## config.mk

```make
export PLATFORM = sky130hd
export DESIGN_NAME = saenc_channel
export DESIGN_NICKNAME = d
export VERILOG_FILES = /design/src/core/saenc_pkg.sv /design/src/core/saenc_char_engine.sv /design/src/core/saenc_channel.sv
export VERILOG_INCLUDE_DIRS = /design/src /design/src/core
export SDC_FILE = /design/constraint.sdc
export NUM_CORES = 1
export LEC_CHECK = 0
export ABC_CLOCK_PERIOD_IN_PS = 6850
export BUFFER_PORTS_ARGS = -buffer_cell sky130_fd_sc_hd__clkbuf_2
export CAP_MARGIN = 5
export CORE_ASPECT_RATIO = 1.2
export CORE_MARGIN = 1.5
export CORE_UTILIZATION = 35
export DETAILED_ROUTE_END_ITERATION = 8
export SYNTH_ARGS = -nofsm -noshare
export SYNTH_HDL_FRONTEND = slang
export SYNTH_SLANG_ARGS = --single-unit
```

## constraint.sdc

```tcl
create_clock -name mclk -period 6.85 [get_ports mclk]
set_input_delay 0.685 -clock mclk [delete_from_list [all_inputs] [get_ports mclk]]
set_output_delay 0.685 -clock mclk [all_outputs]
set_load 0.01 [all_outputs]
```

## src/core/saenc_defines.svh

```systemverilog
// register map, field positions, codes and timing counts of the serial encoder channel
// assumes: included by bare name from every design file that needs it
`ifndef SAENC_DEFINES_SVH
`define SAENC_DEFINES_SVH
// avalon word addresses
`define SAENC_ADDR_ENABLE 3'h0
`define SAENC_ADDR_CTRL 3'h1
`define SAENC_ADDR_CMD 3'h2
`define SAENC_ADDR_DATA_A 3'h3
`define SAENC_ADDR_DATA_B 3'h4
// shared link control fields
`define SAENC_CTRL_MDIV 31:24
`define SAENC_CTRL_NDIV 23:20
`define SAENC_CTRL_TRIG_SERVO 17
`define SAENC_CTRL_TRIG_FALL 16
`define SAENC_CTRL_TRIG_DELAY 15:8
`define SAENC_CTRL_PROTO 7:0
`define SAENC_CTRL_RESET 32'h00000000
// channel command fields
`define SAENC_CMD_DC_START 31
`define SAENC_CMD_ADDR 31:24
`define SAENC_CMD_CODE 23:16
`define SAENC_CMD_PARITY 15:14
`define SAENC_CMD_TRIG_MODE 13
`define SAENC_CMD_TRIG_ENA 12
`define SAENC_CMD_READY 10
`define SAENC_CMD_NBITS 5:0
`define SAENC_CMD_RESET 32'h00000000
// codes
`define SAENC_PROTO_CLOCKED 8'h03
`define SAENC_PROTO_PARAM 8'h04
`define SAENC_CODE_POSITION 8'h42
`define SAENC_CODE_STATUS 8'h50
`define SAENC_PAR_ODD 2'h1
`define SAENC_PAR_EVEN 2'h2
`define SAENC_POS_PAYLOAD 3'h4
`define SAENC_STATUS_PAYLOAD 3'h1
// timing and sizes
`define SAENC_OVERSAMPLE 5'h14
`define SAENC_MAX_POS_BITS 7'h30
`define SAENC_CRC_POLY 5'h0B
`define SAENC_TIMEOUT_TICKS 16'h0FA0
`endif

```

## src/core/saenc_pkg.sv

```systemverilog
// state types of the serial encoder channel
// assumes: compiled before the channel modules
package saenc_pkg;
    typedef enum logic [1:0] {
        ENG_IDLE = 2'b00,
        ENG_TX = 2'b01,
        ENG_RX = 2'b10
    } saenc_eng_state_t;
    typedef enum logic [2:0] {
        CH_IDLE = 3'b000,
        CH_DELAY = 3'b001,
        CH_SEND = 3'b010,
        CH_RECV = 3'b011,
        CH_CLOCKED = 3'b100,
        CH_DONE = 3'b101
    } saenc_ch_state_t;
endpackage

```

## src/core/saenc_char_engine.sv

```systemverilog
// half-duplex oversampled asynchronous character engine for the parameter channel
// assumes: tick is a one-cycle pulse at the oversample rate, lineIn already synchronised
`timescale 1ns/1ps
`include "saenc_defines.svh"
module saenc_char_engine #(
    parameter logic [4:0] OVS = `SAENC_OVERSAMPLE
) (
    input wire logic mclk,
    input wire logic srst,
    input wire logic tick,
    input wire logic txStart,
    input wire logic [7:0] txByte,
    input wire logic [1:0] paritySelect,
    input wire logic rxEnable,
    input wire logic lineIn,
    output logic lineOut,
    output logic lineOe,
    output logic txDone,
    output logic rxValid,
    output logic [7:0] rxByte,
    output logic rxBad
);
    saenc_pkg::saenc_eng_state_t state_q;
    logic [10:0] shift_q;
    logic [3:0] bitIdx_q;
    logic [4:0] sub_q;
    logic [7:0] data_q;
    logic par_q;
    logic parEna;
    logic [3:0] lastBit;

    function automatic logic parityOf(input logic [7:0] d, input logic [1:0] sel);
        return (sel == `SAENC_PAR_ODD) ? ~^d : ^d;
    endfunction

    assign parEna = (paritySelect == `SAENC_PAR_ODD) || (paritySelect == `SAENC_PAR_EVEN);
    assign lastBit = parEna ? 4'hA : 4'h9;

    always_ff @(posedge mclk) begin
        if (srst) begin
            state_q <= saenc_pkg::ENG_IDLE;
            shift_q <= 11'h7FF;
            bitIdx_q <= 4'h0;
            sub_q <= 5'h00;
            data_q <= 8'h00;
            par_q <= 1'b0;
            lineOut <= 1'b1;
            lineOe <= 1'b0;
            txDone <= 1'b0;
            rxValid <= 1'b0;
            rxByte <= 8'h00;
            rxBad <= 1'b0;
        end else begin
            txDone <= 1'b0;
            rxValid <= 1'b0;
            case (state_q)
                saenc_pkg::ENG_IDLE: begin
                    lineOe <= 1'b0;
                    lineOut <= 1'b1;
                    sub_q <= 5'h00;
                    bitIdx_q <= 4'h0;
                    if (txStart) begin
                        // start, data lsb first, optional parity, stop
                        shift_q <= parEna ? {1'b1, parityOf(txByte, paritySelect), txByte, 1'b0}
                                          : {2'b11, txByte, 1'b0};
                        lineOe <= 1'b1;
                        lineOut <= 1'b0;
                        state_q <= saenc_pkg::ENG_TX;
                    end else if (rxEnable && tick && !lineIn) begin
                        state_q <= saenc_pkg::ENG_RX;
                    end
                end
                saenc_pkg::ENG_TX: begin
                    if (tick) begin
                        if (sub_q == OVS - 5'h01) begin
                            sub_q <= 5'h00;
                            if (bitIdx_q == lastBit) begin
                                state_q <= saenc_pkg::ENG_IDLE;
                                txDone <= 1'b1;
                                lineOe <= 1'b0;
                                lineOut <= 1'b1;
                            end else begin
                                bitIdx_q <= bitIdx_q + 4'h1;
                                lineOut <= shift_q[1];
                                shift_q <= {1'b1, shift_q[10:1]};
                            end
                        end else begin
                            sub_q <= sub_q + 5'h01;
                        end
                    end
                end
                saenc_pkg::ENG_RX: begin
                    if (tick) begin
                        sub_q <= (sub_q == OVS - 5'h01) ? 5'h00 : sub_q + 5'h01;
                        if (sub_q == OVS - 5'h01) begin
                            bitIdx_q <= bitIdx_q + 4'h1;
                        end
                        // sample in the bit centre found from the oversampled start edge
                        if (sub_q == (OVS >> 1)) begin
                            if (bitIdx_q == 4'h0) begin
                                if (lineIn) begin
                                    state_q <= saenc_pkg::ENG_IDLE; // glitch, not a start bit
                                end
                            end else if (bitIdx_q == lastBit) begin
                                rxValid <= 1'b1;
                                rxByte <= data_q;
                                rxBad <= !lineIn || (parEna && (par_q != parityOf(data_q, paritySelect)));
                                state_q <= saenc_pkg::ENG_IDLE;
                            end else if (bitIdx_q == 4'h9) begin
                                par_q <= lineIn;
                            end else begin
                                data_q <= {lineIn, data_q[7:1]};
                            end
                        end
                    end
                end
                default: state_q <= saenc_pkg::ENG_IDLE;
            endcase
        end
    end
endmodule // saenc_char_engine

```

## src/core/saenc_channel.sv

```systemverilog
// one channel of the serial absolute encoder interface with avalon-mm register slave
// assumes: phase and servo clocks and the data pair arrive asynchronously; one encoder per channel
`timescale 1ns/1ps
`include "saenc_defines.svh"
module saenc_channel (
    input wire logic mclk,
    input wire logic srst,
    input wire logic [2:0] avs_address,
    input wire logic avs_read,
    input wire logic avs_write,
    input wire logic [31:0] avs_writedata,
    output logic [31:0] avs_readdata,
    output logic avs_waitrequest,
    input wire logic phaseClkIn,
    input wire logic servoClkIn,
    input wire logic linkDataIn,
    output logic linkDataOut,
    output logic linkDataOe,
    output logic linkClkOut
);
    saenc_pkg::saenc_ch_state_t state_q;
    logic waitReq_q;
    logic [31:0] readData_q;
    logic [31:0] rdMux;
    logic enable_q;
    logic [31:0] ctrl_q;
    logic [31:0] cmd_q;
    logic ready_q;
    logic [31:0] dataA_q;
    logic [31:0] dataB_q;
    logic [2:0] sync1_q;
    logic [2:0] sync2_q;
    logic trigPrev_q;
    logic [7:0] mCnt_q;
    logic [14:0] nCnt_q;
    logic serTick_q;
    logic [7:0] delayCnt_q;
    logic [2:0] byteIdx_q;
    logic [7:0] xsum_q;
    logic [15:0] toCnt_q;
    logic [47:0] pos_q;
    logic [7:0] errCode_q;
    logic fTo_q;
    logic fPar_q;
    logic fCs_q;
    logic fEnc_q;
    logic clkOut_q;
    logic [6:0] bitCnt_q;
    logic [4:0] crc_q;
    logic [4:0] crcRx_q;
    logic txStart_q;
    logic linkRst;
    logic wrAcc;
    logic [7:0] mDiv;
    logic mWrap;
    logic [15:0] nFull;
    logic [14:0] nLimit;
    logic trigSel;
    logic trigEdge;
    logic isParam;
    logic isClocked;
    logic [7:0] cmdCode;
    logic [7:0] txByte;
    logic [2:0] payload;
    logic [6:0] nEff;
    logic [47:0] posAligned;
    logic dIn;
    logic txDone;
    logic rxValid;
    logic [7:0] rxByte;
    logic rxBad;

    function automatic logic [4:0] crcNext(input logic [4:0] c, input logic b);
        return {c[3:0], 1'b0} ^ ((c[4] ^ b) ? `SAENC_CRC_POLY : 5'h00);
    endfunction

    assign linkRst = srst || !enable_q;
    assign wrAcc = avs_write && !waitReq_q;
    assign isParam = ctrl_q[`SAENC_CTRL_PROTO] == `SAENC_PROTO_PARAM;
    assign isClocked = ctrl_q[`SAENC_CTRL_PROTO] == `SAENC_PROTO_CLOCKED;
    assign cmdCode = cmd_q[`SAENC_CMD_CODE];
    assign dIn = sync2_q[2];

    // avalon slave: one wait state, then the access completes
    always_comb begin
        rdMux = 32'h00000000;
        case (avs_address)
            `SAENC_ADDR_ENABLE: rdMux = {31'h00000000, enable_q};
            `SAENC_ADDR_CTRL: rdMux = ctrl_q;
            `SAENC_ADDR_CMD: rdMux = {cmd_q[31:11], ready_q, cmd_q[9:0]};
            `SAENC_ADDR_DATA_A: rdMux = dataA_q;
            `SAENC_ADDR_DATA_B: rdMux = dataB_q;
            default: rdMux = 32'h00000000;
        endcase
    end

    always_ff @(posedge mclk) begin
        if (srst) begin
            waitReq_q <= 1'b1;
            readData_q <= 32'h00000000;
        end else if ((avs_read || avs_write) && waitReq_q) begin
            waitReq_q <= 1'b0;
            readData_q <= avs_read ? rdMux : readData_q;
        end else begin
            waitReq_q <= 1'b1;
        end
    end

    always_ff @(posedge mclk) begin
        if (srst) begin
            enable_q <= 1'b0;
            ctrl_q <= `SAENC_CTRL_RESET;
        end else if (wrAcc) begin
            if (avs_address == `SAENC_ADDR_ENABLE) begin
                enable_q <= avs_writedata[0];
            end
            if (avs_address == `SAENC_ADDR_CTRL) begin
                ctrl_q <= avs_writedata;
            end
        end
    end

    // a software write in the completion cycle wins, so a fresh request is not lost
    always_ff @(posedge mclk) begin
        if (srst) begin
            cmd_q <= `SAENC_CMD_RESET;
        end else if (wrAcc && avs_address == `SAENC_ADDR_CMD) begin
            cmd_q <= avs_writedata;
        end else if (state_q == saenc_pkg::CH_DONE) begin
            if (cmd_q[`SAENC_CMD_TRIG_MODE]) begin
                cmd_q[`SAENC_CMD_TRIG_ENA] <= 1'b0;
            end
            if (isClocked) begin
                cmd_q[`SAENC_CMD_DC_START] <= 1'b0;
            end
        end
    end

    always_ff @(posedge mclk) begin
        if (linkRst) begin
            ready_q <= 1'b0;
        end else if (state_q == saenc_pkg::CH_DONE) begin
            ready_q <= 1'b1;
        end else if (state_q == saenc_pkg::CH_DELAY) begin
            ready_q <= 1'b0;
        end
    end

    // pins cross into mclk through two flops
    always_ff @(posedge mclk) begin
        if (srst) begin
            sync1_q <= 3'h0;
            sync2_q <= 3'h0;
        end else begin
            sync1_q <= {linkDataIn, servoClkIn, phaseClkIn};
            sync2_q <= sync1_q;
        end
    end

    // two-stage serial clock divider
    assign mDiv = ctrl_q[`SAENC_CTRL_MDIV];
    assign mWrap = (mDiv <= 8'h01) || (mCnt_q == mDiv - 8'h01);
    assign nFull = 16'h0001 << ctrl_q[`SAENC_CTRL_NDIV];
    assign nLimit = nFull[14:0] - 15'h0001;

    always_ff @(posedge mclk) begin
        if (linkRst) begin
            mCnt_q <= 8'h00;
            nCnt_q <= 15'h0000;
            serTick_q <= 1'b0;
        end else begin
            serTick_q <= 1'b0;
            if (mWrap) begin
                mCnt_q <= 8'h00;
                if (nCnt_q == nLimit) begin
                    nCnt_q <= 15'h0000;
                    serTick_q <= 1'b1;
                end else begin
                    nCnt_q <= nCnt_q + 15'h0001;
                end
            end else begin
                mCnt_q <= mCnt_q + 8'h01;
            end
        end
    end

    // trigger from phase or servo clock, chosen edge
    assign trigSel = ctrl_q[`SAENC_CTRL_TRIG_SERVO] ? sync2_q[1] : sync2_q[0];
    assign trigEdge = ctrl_q[`SAENC_CTRL_TRIG_FALL] ? (trigPrev_q && !trigSel) : (!trigPrev_q && trigSel);

    always_ff @(posedge mclk) begin
        if (srst) begin
            trigPrev_q <= 1'b0;
        end else begin
            trigPrev_q <= trigSel;
        end
    end

    // address byte first, then command code; one encoder expected per channel
    assign txByte = (byteIdx_q == 3'h0) ? cmd_q[`SAENC_CMD_ADDR] : cmdCode;
    assign payload = (cmdCode == `SAENC_CODE_POSITION) ? `SAENC_POS_PAYLOAD
                   : (cmdCode == `SAENC_CODE_STATUS) ? `SAENC_STATUS_PAYLOAD : 3'h0;
    assign nEff = ({1'b0, cmd_q[`SAENC_CMD_NBITS]} > `SAENC_MAX_POS_BITS) ? `SAENC_MAX_POS_BITS
                : {1'b0, cmd_q[`SAENC_CMD_NBITS]};
    assign posAligned = pos_q >> (`SAENC_MAX_POS_BITS - nEff);

    always_ff @(posedge mclk) begin
        if (linkRst) begin
            state_q <= saenc_pkg::CH_IDLE;
            delayCnt_q <= 8'h00;
            byteIdx_q <= 3'h0;
            xsum_q <= 8'h00;
            toCnt_q <= 16'h0000;
            pos_q <= 48'h000000000000;
            errCode_q <= 8'h00;
            fTo_q <= 1'b0;
            fPar_q <= 1'b0;
            fCs_q <= 1'b0;
            fEnc_q <= 1'b0;
            clkOut_q <= 1'b1;
            bitCnt_q <= 7'h00;
            crc_q <= 5'h00;
            crcRx_q <= 5'h00;
            txStart_q <= 1'b0;
        end else begin
            txStart_q <= 1'b0;
            case (state_q)
                saenc_pkg::CH_IDLE: begin
                    // parameter channel runs only one-shot reads
                    if (trigEdge && cmd_q[`SAENC_CMD_TRIG_ENA] &&
                        (isClocked || (isParam && cmd_q[`SAENC_CMD_TRIG_MODE]))) begin
                        state_q <= saenc_pkg::CH_DELAY;
                        delayCnt_q <= 8'h00;
                        byteIdx_q <= 3'h0;
                        xsum_q <= 8'h00;
                        toCnt_q <= 16'h0000;
                        pos_q <= 48'h000000000000;
                        errCode_q <= 8'h00;
                        {fTo_q, fPar_q, fCs_q, fEnc_q} <= 4'h0;
                        bitCnt_q <= 7'h00;
                        crc_q <= 5'h00;
                    end
                end
                saenc_pkg::CH_DELAY: begin
                    if (delayCnt_q == ctrl_q[`SAENC_CTRL_TRIG_DELAY]) begin
                        state_q <= isParam ? saenc_pkg::CH_SEND : saenc_pkg::CH_CLOCKED;
                        txStart_q <= isParam;
                    end else if (serTick_q) begin
                        delayCnt_q <= delayCnt_q + 8'h01;
                    end
                end
                saenc_pkg::CH_SEND: begin
                    if (txDone) begin
                        if (byteIdx_q == 3'h0) begin
                            byteIdx_q <= 3'h1;
                            txStart_q <= 1'b1;
                        end else begin
                            state_q <= saenc_pkg::CH_RECV;
                            byteIdx_q <= 3'h0;
                            toCnt_q <= 16'h0000;
                        end
                    end
                end
                saenc_pkg::CH_RECV: begin
                    if (rxValid) begin
                        toCnt_q <= 16'h0000;
                        fPar_q <= fPar_q | rxBad;
                        xsum_q <= xsum_q ^ rxByte;
                        byteIdx_q <= byteIdx_q + 3'h1;
                        if (byteIdx_q == 3'h1 && rxByte != cmdCode) begin
                            fEnc_q <= 1'b1;
                        end
                        if (byteIdx_q >= 3'h2 && byteIdx_q < 3'h2 + payload) begin
                            pos_q <= (cmdCode == `SAENC_CODE_POSITION) ? {pos_q[39:0], rxByte} : pos_q;
                            errCode_q <= (cmdCode == `SAENC_CODE_STATUS) ? rxByte : errCode_q;
                        end
                        if (byteIdx_q == 3'h2 + payload) begin
                            fCs_q <= xsum_q != rxByte;
                            state_q <= saenc_pkg::CH_DONE;
                        end
                    end else if (serTick_q) begin
                        if (toCnt_q == `SAENC_TIMEOUT_TICKS) begin
                            fTo_q <= 1'b1;
                            state_q <= saenc_pkg::CH_DONE;
                        end else begin
                            toCnt_q <= toCnt_q + 16'h0001;
                        end
                    end
                end
                saenc_pkg::CH_CLOCKED: begin
                    if (serTick_q) begin
                        clkOut_q <= !clkOut_q;
                        // sample on each rising clock edge the channel drives
                        if (!clkOut_q) begin
                            if (bitCnt_q == 7'h00) begin
                                if (dIn) begin
                                    bitCnt_q <= 7'h01;
                                end else if (toCnt_q == `SAENC_TIMEOUT_TICKS) begin
                                    fTo_q <= 1'b1;
                                    state_q <= saenc_pkg::CH_DONE;
                                end else begin
                                    toCnt_q <= toCnt_q + 16'h0001;
                                end
                            end else begin
                                bitCnt_q <= bitCnt_q + 7'h01;
                                if (bitCnt_q == 7'h01) begin
                                    fEnc_q <= dIn;
                                    crc_q <= crcNext(crc_q, dIn);
                                end else if (bitCnt_q <= nEff + 7'h01) begin
                                    pos_q <= {dIn, pos_q[47:1]};
                                    crc_q <= crcNext(crc_q, dIn);
                                end else begin
                                    crcRx_q <= {crcRx_q[3:0], dIn};
                                    if (bitCnt_q == nEff + 7'h06) begin
                                        fCs_q <= {crcRx_q[3:0], dIn} != crc_q;
                                        state_q <= saenc_pkg::CH_DONE;
                                    end
                                end
                            end
                        end
                    end
                end
                saenc_pkg::CH_DONE: begin
                    clkOut_q <= 1'b1;
                    state_q <= saenc_pkg::CH_IDLE;
                end
                default: state_q <= saenc_pkg::CH_IDLE;
            endcase
        end
    end

    // data words are loaded once per completed transaction
    always_ff @(posedge mclk) begin
        if (srst) begin
            dataA_q <= 32'h00000000;
            dataB_q <= 32'h00000000;
        end else if (state_q == saenc_pkg::CH_DONE) begin
            if (isParam) begin
                dataA_q <= pos_q[31:0];
                dataB_q <= {fTo_q, fCs_q, fPar_q, fEnc_q, errCode_q, 20'h00000};
            end else begin
                dataA_q <= posAligned[31:0];
                dataB_q <= {fTo_q, fCs_q, fEnc_q, 13'h0000, posAligned[47:32]};
            end
        end
    end

    saenc_char_engine u_engine (
        .mclk(mclk),
        .srst(linkRst),
        .tick(serTick_q),
        .txStart(txStart_q),
        .txByte(txByte),
        .paritySelect(cmd_q[`SAENC_CMD_PARITY]),
        .rxEnable(state_q == saenc_pkg::CH_RECV),
        .lineIn(dIn),
        .lineOut(linkDataOut),
        .lineOe(linkDataOe),
        .txDone(txDone),
        .rxValid(rxValid),
        .rxByte(rxByte),
        .rxBad(rxBad)
    );

    assign avs_readdata = readData_q;
    assign avs_waitrequest = waitReq_q;
    assign linkClkOut = clkOut_q;
endmodule // saenc_channel

```

==> metrics <==
outcome=complete, no violations; FFs w/ async S/R, synth=0; skew final=31.04 ps; initial antenna violation count=0; Setup TNS Final=0 ps; synth warn=0; WHS Endpoint=sync1_q[0]; clk slew on worst S/H paths=60 ps; Initial Util=0.3542; Syn Inst Count=2523; critical path class=flop to flop; clock root cell=clkbuf_16; worst-case clock buffer depth=3; vias in the first global route=18150; Reg2Reg Setup Slack=2070 ps; Wirelength per Cell=21.35 um; CP Launch Type=flop; Net Count, Synth=2603; via count=19150; slew margin rel.=0.1574; DR iter-0 viols=1993; Core Box Area=57170 um2; final hold vios=0; Reg-to-Reg End=pos_q[2]; commonest non-fill, non-tap cell in the layout=dfxtp_1; routability cong.=0.9389; Netlist cell types=84; max incr delay on CP=610 ps; post-route cell area=22220 um2; crit path DAT=5180 ps; Hold Path Class=input port to flop; Synth Area per Inst=8.026 um2; nets=2530; Post-synth EDFFs=0; Worst path slowest cell=dfxtp_1; R2R depth=14; worst reg2reg path startpoint=cmd_q[4]; wire length of the first global-routing pass=106.1 mm; Die X=222.6 um; cell family with most CP delay=buffers and inverters; post-DR vias/cell=5.959; min cycle time layout=4779 ps; max-slew violations=0; Crit. End Element=flop; Main synth FF type=dfxtp_1; leak pwr=0.007613 uW; final WL=68.58 mm; Buf/Inv on CP=4; Initial DRT Pass Iterations=6; Layout area overhead=9.744%; Core Rows=96; H-tree depth=2; hold buffers post-CTS=0; Inserted Clock Buffers=39; critical path peak fanout=49; Crit. path cell count=14; worst path cell trace=a21bo_2, buf_4, ha_2, inv_1, ha_1, nor2b_1, o21ai_0, a21oi_1, o41ai_1, a21o_1, buf_4, and2_1, buf_4, a211oi_1; postcts setup bufs=0; RSZ-0062 raised after global routing=no; FMAX=209.2 MHz; layout cells sized above 1=0.1102; Post-DP Area=20940 um2; commonest non-fill, non-tap cells in the layout=dfxtp_1 (347), nand2_1 (294), a21oi_1 (277); Worst EP required=7250 ps; die height=266.5 um; die area=59320 um2; most frequent CP cell=buf_4; insertion delay to the later sink of the worst-skew pair=580 ps; worst ir drop on vdd=0.0001527 V; sequential share of the synthesized area=0.3430; Hold Crit Start=phaseClkIn; # diodes=0; final setup vio count=0; gr usage total=0.2255; Layout Utilization=0.3887; final worst path period share=0.6977; pwr/cell area=193.9 nW/um2; DPL Wire Length=48.19 mm; worst hold stages=2; Ports=78; Tightest Pin Transition=1261 ps; Max-cap violations=0; GRT Residual Overflow=0; DRC Markers=0; post-CTS sizing=0; largest net degree at the start of global routing=82; CTS tree=yes; Sink Count=347; Seq cells post-synth=347; post-route ant nets=0; Post-Synthesis Cell Area=20250 um2; PortBufs=77
==> worst max-delay path by stage <==
| stage | from | to |
|---|---|---|
| finish | cmd_q[4] | pos_q[2] |
| global placement | cmd_q[4] | pos_q[1] |
| floorplan | cmd_q[4] | pos_q[28] |
| detailed placement | cmd_q[4] | pos_q[25] |
| global route | cmd_q[4] | pos_q[2] |
| CTS | cmd_q[4] | pos_q[20] |
==> logic make-up (layout without fill, tap and decap cells) <==
group                      count (synthesis)  count (layout)  synth area share
AOI/OAI and AO/OA                        728             728            0.2328
DFF                                      347             347            0.3430
xor gates and xnor gates                 120             120           0.05295
buffers and inverters                    279             234           0.05561
and+or+nand+nor                          846             846            0.1936
muxes                                    164             164           0.09830
adders and majority gates                 38              38           0.02348
other                                      1               1         0.0001852
==> synthesized netlist by cell type (all sizes together) (9+ instances only) <==
master / count / area, um2
and3: 19 / 118.9
clkbuf: 179 / 673.1
a221oi: 31 / 271.5
mux4: 23 / 518.0
o211ai: 19 / 142.6
nor2b: 27 / 168.9
inv: 56 / 210.2
nand2b: 24 / 150.1
nand2: 296 / 1111
nor2: 230 / 863.3
o22ai: 17 / 106.4
mux2: 49 / 551.8
a211oi: 80 / 600.6
a31oi: 17 / 106.4
dfxtp: 347 / 6947
and2: 17 / 106.4
xor2: 53 / 464.2
nor3: 51 / 260.3
ha: 38 / 475.5
xnor2: 66 / 585.6
nand3b: 9 / 67.56
nand4: 25 / 156.4
nand3: 79 / 395.4
o31ai: 11 / 82.58
o21ai: 60 / 300.3
a22oi: 132 / 991.0
mux2i: 92 / 920.9
a21oi: 278 / 1395
nor4: 21 / 137.6
buf: 44 / 242.7
==> report_power, final <==
part | internal [uW] | switching [uW] | leakage, uW
Sequential | 2020 | 9.14 | 0.00280
Clock | 1230 | 888 | 0.000629
Combinational | 46.2 | 110 | 0.00419
Total | 3300 | 1010 | 0.00761
==> area by class of cell <==
type | count | area (um2)
Fill cell | 5830 | 34950
Multi-Input combinational cell | 1897 | 12240
Sequential cell | 347 | 6947
Clock buffer | 59 | 1141
Tap cell | 735 | 919.6
Timing Repair Buffer | 109 | 628.1
Inverter | 56 | 210.2
Clock inverter | 10 | 140.1
==> worst register-to-register path, cell delays in order, from the launching register on <==
cell and delay (ps):
dfxtp_1 610, a21bo_2 240, buf_4 480, ha_2 400, inv_1 170, ha_1 280
nor2b_1 130, o21ai_0 140, a21oi_1 100, o41ai_1 590, a21o_1 210, buf_4 420
and2_1 240, buf_4 440, a211oi_1 180
==> state kept, by name, summed over array words and instances, names as in the netlist, 9 cells and up <==
name,cells
dataB_q,28
pos_q,48
dataA_q,32
u_engine.shift_q,9
ctrl_q,32
toCnt_q,16
nCnt_q,15
cmd_q,31
avs_readdata,32
==> routing by layer <==
metal / GRT usage / wire length, um
met1: 0.2774 / 27990
met2: 0.3901 / 33170
met3: 0.03303 / 4475
met4: 0.09873 / 2942
met5: 0 / 0
==> through the flow <==
step | power, uW | setup slack [ps] | hold WS [ps] | std cells
detailed placement | 2230 | 2172 | 424.7 | 3144
global route | 4426 | 1643 | 317.6 | 3213
floorplan | 2175 | 2000 | 413.8 | 2523
finish | 4309 | 2071 | 309.4 | 3213
global placement | 2229 | 2217 | 415.7 | 3144
CTS | 4340 | 2134 | 296.5 | 3213
Note: power is estimated with default switching activity, not from simulation.
